[src/logic/ttl_pkg.sv]
// Package of constants for the thermal trip latch.
package ttl_pkg;
  // ==========================================================================
  // Sensor and reset values
  // ==========================================================================
  localparam int       TRIP_TEMP_C     = 135;
  localparam logic     TRIP_RST_VAL    = 1'b0;
  localparam logic     SHDN_N_INACTIVE = 1'b1;
  localparam logic     SHDN_N_ACTIVE   = 1'b0;
  localparam int       SYNC_STAGES     = 2;
  localparam int       VEC_W           = 32;
  localparam logic [31:0] BOOT_VEC_DFLT = 32'h0000_0000;
  typedef enum logic [1:0] {TTL_RUN, TTL_TRIPPED} ttl_state_t;
endpackage

[src/logic/ttl_thermal_trip_latch.sv]
// Over-temperature trip latch with clock halt and boot restart.
`timescale 1ns/1ns
module ttl_thermal_trip_latch #(
  parameter logic [ttl_pkg::VEC_W-1:0] BOOT_VEC = ttl_pkg::BOOT_VEC_DFLT
) (
  input  wire logic                      clk_sys_i,
  input  wire logic                      resetn_i,
  input  wire logic                      sensor_trip_i,
  output logic                           overtemp_shutdown_n_o,
  output logic                           core_clk_en_o,
  output logic                           exec_halt_o,
  output logic                           boot_start_o,
  output logic [ttl_pkg::VEC_W-1:0]      boot_vec_o
);

  // ==========================================================================
  // Sensor synchroniser
  // ==========================================================================
  logic sync1_r;
  logic sync2_r;
  logic sync1_nxt;
  logic sync2_nxt;

  always_comb begin
    sync1_nxt = sensor_trip_i;
    sync2_nxt = sync1_r;
  end

  always_ff @(posedge clk_sys_i) begin
    if (!resetn_i) begin
      sync1_r <= ttl_pkg::TRIP_RST_VAL;
      sync2_r <= ttl_pkg::TRIP_RST_VAL;
    end else begin
      sync1_r <= sync1_nxt;
      sync2_r <= sync2_nxt;
    end
  end

  // ==========================================================================
  // Trip latch and outputs
  // ==========================================================================
  ttl_pkg::ttl_state_t state_r;
  ttl_pkg::ttl_state_t state_nxt;
  logic boot_pend_r;
  logic boot_pend_nxt;
  logic shdn_n_nxt;
  logic clk_en_nxt;
  logic halt_nxt;
  logic boot_nxt;

  always_comb begin
    state_nxt     = state_r;
    boot_pend_nxt = 1'b0;
    unique case (state_r)
      ttl_pkg::TTL_RUN: begin
        if (sync2_r) begin
          state_nxt = ttl_pkg::TTL_TRIPPED;
        end
      end
      ttl_pkg::TTL_TRIPPED: begin
        state_nxt = ttl_pkg::TTL_TRIPPED;
      end
      default: begin
        state_nxt = ttl_pkg::TTL_RUN;
      end
    endcase
    shdn_n_nxt = (state_nxt == ttl_pkg::TTL_TRIPPED) ? ttl_pkg::SHDN_N_ACTIVE
                                                     : ttl_pkg::SHDN_N_INACTIVE;
    clk_en_nxt = (state_nxt != ttl_pkg::TTL_TRIPPED);
    halt_nxt   = (state_nxt == ttl_pkg::TTL_TRIPPED);
    boot_nxt   = boot_pend_r;
  end

  // Reset forces the run state and arms one boot pulse at the first edge after release.
  always_ff @(posedge clk_sys_i) begin
    if (!resetn_i) begin
      state_r               <= ttl_pkg::TTL_RUN;
      boot_pend_r           <= 1'b1;
      overtemp_shutdown_n_o <= ttl_pkg::SHDN_N_INACTIVE;
      core_clk_en_o         <= 1'b1;
      exec_halt_o           <= 1'b0;
      boot_start_o          <= 1'b0;
      boot_vec_o            <= BOOT_VEC;
    end else begin
      state_r               <= state_nxt;
      boot_pend_r           <= boot_pend_nxt;
      overtemp_shutdown_n_o <= shdn_n_nxt;
      core_clk_en_o         <= clk_en_nxt;
      exec_halt_o           <= halt_nxt;
      boot_start_o          <= boot_nxt;
      boot_vec_o            <= BOOT_VEC;
    end
  end
endmodule

[config.mk]
export PLATFORM = sky130hd
export DESIGN_NAME = ttl_thermal_trip_latch
export DESIGN_NICKNAME = d
export VERILOG_FILES = /design/src/logic/ttl_pkg.sv /design/src/logic/ttl_thermal_trip_latch.sv
export SDC_FILE = /design/constraint.sdc
export NUM_CORES = 1
export LEC_CHECK = 0
export BUFFER_PORTS_ARGS = -buffer_cell sky130_fd_sc_hd__buf_2
export CAP_MARGIN = 20
export CORE_MARGIN = 3
export CORE_UTILIZATION = 33
export CTS_CLUSTER_SIZE = 25
export DETAILED_ROUTE_END_ITERATION = 16
export HOLD_SLACK_MARGIN = 0.05
export PLACE_DENSITY_LB_ADDON = 0.12
export SYNTH_ARGS = -nofsm -noshare
export SYNTH_HDL_FRONTEND = slang
export SYNTH_SLANG_ARGS = --single-unit
[constraint.sdc]
create_clock -name clk_sys_i -period 0.9 [get_ports clk_sys_i]
set_clock_uncertainty 0.05 [all_clocks]
set_input_delay 0.045 -clock clk_sys_i [delete_from_list [all_inputs] [get_ports clk_sys_i]]
set_output_delay 0.045 -clock clk_sys_i [all_outputs]
set_load 0.02 [all_outputs]
==> impl_metrics.json, run 1 <==
{
  "r2r_end": "overtemp_shutdown_n_o",
  "ff_latch_area_um2": 160.2,
  "dp.final_hpwl_um": 372.9,
  "drtAntennaViolNets": 0,
  "ys_seq_area_frac": 0.3497,
  "vias_per_cell": 2.919,
  "cts.sinks": 8,
  "syn_to_final_growth_pct": -8.197,
  "routed_wl_um": 466,
  "setup_viol": 0,
  "cts_buffer_depth": 2,
  "synth_cell_types": 8,
  "cp_cell_sequence": "or3_1",
  "startpoint": "state_r[1]",
  "cp_top_family": "simple AND/OR/NAND/NOR gates",
  "hold_path_class": "input pin to register",
  "p_leak_nw": 0.2363,
  "critPathBufInv": 0,
  "numCtsBuffers": 3,
  "io_pins": 39,
  "num_rows": 12,
  "multi_input_area_um2": 166.4,
  "rr_startpoint": "state_r[1]",
  "place_congestion": 0.5520,
  "critical_path_depth": 1,
  "grt_util_all_layers": 0.03669,
  "drv_cap": 0,
  "dp_cells": 69,
  "synth_cells": 50,
  "grt_pass1_vias": 136,
  "crit_arrival_ns": 0.91,
  "cts_resized": 0,
  "num_vias": 216,
  "peakVddDrop_mv": 0.5931,
  "grt_overflow": 0,
  "final_layout_size_suffix_gt1_frac": 0.2167,
  "die_y_um": 43.25,
  "first_iter_violations": 0,
  "antenna_found_initial": 0,
  "grt_max_degree": 5,
  "critPathCaptureType": "register",
  "first_pass_iters": 1,
  "crit_path_max_fanout": 3,
  "initial_core_util": 0.3812,
  "tns_ns": 0,
  "antenna_cells": 0,
  "final_nets": 65,
  "path_clk_slew_ns": 0.05,
  "clkLatencyLatePin_ns": 0.24,
  "htree_levels": 1,
  "period_share": 0.9235,
  "instances_no_fill": 74,
  "num-fill-cells": 127,
  "dieArea_mm2": 0.001871,
  "die_x_um": 43.25,
  "critPathMaxStageDelay_ns": 0.35,
  "worstSetupPathType": "register to register",
  "numPortBuffers": 6,
  "drv_slew": 0,
  "power.density_mw_per_mm2": 1881,
  "reg2reg_depth": 1,
  "required_ns": 0.98,
  "cts_tree": "done",
  "grt_pass1_wl_um": 476,
  "fp.coreArea_mm2": 0.001201,
  "postCtsSetupBuffers": 0,
  "status": "completed",
  "syn_area_um2": 457.9,
  "clockRootBuffer": "clkbuf_4",
  "yosysWarnings": 0,
  "synth_area_per_cell_um2": 9.159,
  "cts_hold_buf": 1,
  "cp-start-kind": "register",
  "ys_ff_latch": 8,
  "power_uw": 790.7,
  "r2r_setup_slack_ns": 0.07,
  "drc_errors": 0,
  "fmax_mhz": 1203,
  "slowest_stage": "or3_1",
  "grt_setup_unrepaired": "no",
  "timing.final.hold_violations": 0,
  "routedWlPerCell_um": 6.297,
  "fin_crit_ns": 0.8312,
  "cp-endpoint": "overtemp_shutdown_n_o"
}
[how the worst min path moves through the flow]
stage	slack [ns]	startpoint	cells past startpoint	to
after CTS	-0.05	resetn_i	2	boot_nxt
final	0.01	resetn_i	2	sync2_r
after global routing	0.02	resetn_i	2	sync1_r
after floorplan	0.07	resetn_i	1	boot_nxt
after detailed placement	0.21	resetn_i	2	boot_nxt
after global placement	0.21	resetn_i	2	boot_nxt
[flip-flops by register name, summed over array words and instances (netlist names)]
signal / cells
state_r: 2
boot_nxt: 1
boot_start_o: 1
exec_halt_o: 1
overtemp_shutdown_n_o: 1
sync1_r: 1
sync2_r: 1
[metrics by stage]
step                      hold slack [ns]  cell area [um^2]  setup slack [ns]    util
after floorplan                   0.06892             578.1           0.08587       -
after global placement             0.2143             377.9           0.07911  0.3146
after detailed placement           0.2111             377.9           0.07756  0.3146
after CTS                        -0.05311             410.4           0.06372  0.3417
after global routing              0.01925             420.4           0.03749  0.3500
final                             0.01435             420.4           0.06882  0.3500
[cells by family (layout without fill, tap and decap cells)]
logic type,count (synthesis),after routing,synth area share
simple gates,7,7,0.09289
flops,8,8,0.3497
buf+inv,34,12,0.5492
other cells,1,33,0.008189
[report_power, final]
group	leakage [nW]	total, mW	switching (mW)	internal [mW]
clock	0.0138	0.262	0.110	0.152
sequential	0.0661	0.373	0.00399	0.369
combinational	0.156	0.156	0.137	0.0189
total	0.236	0.791	0.251	0.540
[cell usage after synthesis]
library cell | n | share of area
and2_2 | 3 | 0.049
buf_4 | 33 | 0.54
conb_1 | 1 | 0.0082
dfxtp_1 | 8 | 0.35
inv_2 | 1 | 0.0082
nor2_1 | 1 | 0.0082
nor3_1 | 2 | 0.022
or3_1 | 1 | 0.014
[cells in the final DEF (no fill, tap or decap)]
cell type	count
dlygate4sd3_1	2
buf_2	6
nor3_1	2
or3_1	1
conb_1	33
and2_2	3
inv_2	1
nor2_1	1
clkbuf_4	3
dfxtp_1	8
[final cells by class]
cell class	count	area share
Timing Repair Buffer	8	0.1190
Inverter	1	0.008929
Tap cell	14	0.04167
Multi-Input combinational cell	40	0.3958
Sequential cell	8	0.3810
Clock buffer	3	0.05357
[layer usage]
layer  share of wire  routed length [um]  track usage  vias up
met5               0                   0            0        -
met4               0                   0      0.05422        0
met2            0.56                 262      0.06785       21
li1                -                   -            -      105
met1            0.26                 119      0.01995       90
met3            0.18                  83      0.01271        0
(Power assumes the default switching activity.)
==> inputs of run 2 (changes only) <==
--- a/config.mk
+++ b/config.mk
@@ -13,6 +13,7 @@
 export DETAILED_ROUTE_END_ITERATION = 16
 export HOLD_SLACK_MARGIN = 0.05
 export PLACE_DENSITY_LB_ADDON = 0.12
+export RECOVER_POWER = 50
 export SYNTH_ARGS = -nofsm -noshare
 export SYNTH_HDL_FRONTEND = slang
 export SYNTH_SLANG_ARGS = --single-unit
==> run 2 against run 1 <==
Sequential share of layout area unchanged. Cell count stayed put. Worst hold slack stayed put. Utilization did not move. Sequential power about the same. Fmax unchanged. Setup slack unchanged. Register-to-register slack barely moved. Die area stayed put. Clock power barely moved. Largest power group unchanged.
==> impl_metrics.json, run 2 (synthesized netlist as in run 1, its figures left out) <==
{
  "fin_crit_ns": 0.8312,
  "seq_power_share": 0.472,
  "die_y_um": 43.25,
  "grt_setup_unrepaired": "no",
  "p_sw_frac": 0.3173,
  "syn_to_final_growth_pct": -8.197,
  "drtAntennaViolNets": 0,
  "startpoint": "state_r[1]",
  "cp_top_family": "simple AND/OR/NAND/NOR gates",
  "fp.coreArea_mm2": 0.001201,
  "die_x_um": 43.25,
  "grt_max_degree": 5,
  "worstSetupPathType": "register to register",
  "r2r_setup_slack_ns": 0.07,
  "top_register": "state_r",
  "path_clk_slew_ns": 0.05,
  "status": "completed",
  "cp-start-kind": "register",
  "reg2reg_depth": 1,
  "critPathMaxStageDelay_ns": 0.35,
  "dp_cells": 69,
  "htree_levels": 1,
  "cp_cell_sequence": "or3_1",
  "timing.final.hold_violations": 0,
  "dp.final_hpwl_um": 372.9,
  "first_iter_violations": 0,
  "slowest_stage": "or3_1",
  "antenna_cells": 0,
  "routed_wl_um": 465,
  "crit_path_max_fanout": 3,
  "final_layout_size_suffix_gt1_frac": 0.2167,
  "clockRootBuffer": "clkbuf_4",
  "p_sw_uw": 250.9,
  "critPathBufInv": 0,
  "routedWlPerCell_um": 6.284,
  "clkLatencyLatePin_ns": 0.24,
  "p_int_uw": 539.8,
  "tns_ns": 0,
  "final_nets": 65,
  "grt_overflow": 0,
  "peakVddDrop_mv": 0.5931,
  "grt_pass1_wl_um": 476,
  "clock_power_share": 0.331,
  "io_pins": 39,
  "postCtsSetupBuffers": 0,
  "fmax_mhz": 1203,
  "required_ns": 0.98,
  "most-common-layout-cells": "33 x conb_1, 8 x dfxtp_1, 5 x buf_2",
  "whs_path_depth": 2,
  "num_rows": 12,
  "power.density_mw_per_mm2": 1881,
  "cts.sinks": 8,
  "grt_pass1_vias": 136,
  "r2r_end": "overtemp_shutdown_n_o",
  "largest_reg_flops": 2,
  "numPortBuffers": 6,
  "cts_buffer_depth": 2,
  "antenna_found_initial": 0,
  "rr_startpoint": "state_r[1]",
  "drc_errors": 0,
  "numCtsBuffers": 3,
  "dieArea_mm2": 0.001871,
  "first_pass_iters": 1,
  "holdPathEnd": "sync2_r",
  "period_share": 0.9235,
  "grt_util_all_layers": 0.03669,
  "num_vias": 216,
  "critPathCaptureType": "register",
  "p_leak_nw": 0.2359,
  "setup_viol": 0,
  "place_congestion": 0.5520,
  "mostFrequentLayoutCell": "conb_1",
  "cts_tree": "done",
  "vias_per_cell": 2.919,
  "combPwrFrac": 0.197,
  "crit_arrival_ns": 0.91,
  "initial_core_util": 0.3812,
  "instances_no_fill": 74,
  "hp-start": "resetn_i",
  "hold_path_class": "input pin to register",
  "drv_cap": 0,
  "drv_slew": 0
}
==> run 2: metal layers <==
metal / GRT usage / routed length [um] / share of wire / vias up
met5: 0 / 0 / 0 / -
met4: 0.05422 / 0 / 0 / 0
met3: 0.01271 / 83 / 0.18 / 0
met2: 0.06785 / 261 / 0.56 / 21
met1: 0.01995 / 119 / 0.26 / 90
li1: - / - / - / 105
==> run 2: final cells by class <==
cell class              count  area [um^2]
well taps                  14        17.52
multi-input cells          40        166.4
flip-flops and latches      8        160.2
fillers                   127        780.7
inverters                   1        3.754
clock buffers               3        22.52
repair buffers              8        50.05
==> run 2: worst max path at each step <==
stage	slack [ns]	endpoint	cells past startpoint
2_1_floorplan	0.09	overtemp_shutdown_n_o	1
3_3_place_gp	0.08	overtemp_shutdown_n_o	1
3_5_place_dp	0.08	overtemp_shutdown_n_o	1
4_1_cts	0.06	overtemp_shutdown_n_o	1
5_1_grt	0.04	exec_halt_o	4
6_report	0.07	overtemp_shutdown_n_o	1
==> run 2: per-stage QoR <==
stage	total power [mW]	utilization	hold WS, ns	setup slack, ns	area (um^2)
3_3_place_gp	0.5262	0.3146	0.2143	0.07911	377.9
6_report	0.7907	0.3500	0.01435	0.06882	420.4
5_1_grt	0.8287	0.3500	0.01925	0.03749	420.4
3_5_place_dp	0.5261	0.3146	0.2111	0.07756	377.9
4_1_cts	0.7994	0.3417	-0.05311	0.06372	410.4
2_1_floorplan	0.6218	-	0.06892	0.08587	578.1
==> run 2: timing repair <==
action,in CTS,in global routing
hold endpoints to repair,7,6
endpoints found under the setup margin,0,0
resized for setup,0,0
hold buffers,1,1
==> run 2: power by group through the flow <==
| stage | sequential (mW) | combinational [mW] | clock [mW] |
|---|---|---|---|
| floorplan | 0.386 | 0.236 | 0 |
| global placement | 0.380 | 0.146 | 0 |
| detailed placement | 0.381 | 0.146 | 0 |
| CTS | 0.373 | 0.149 | 0.277 |
| global route | 0.374 | 0.166 | 0.288 |
| finish | 0.373 | 0.156 | 0.262 |
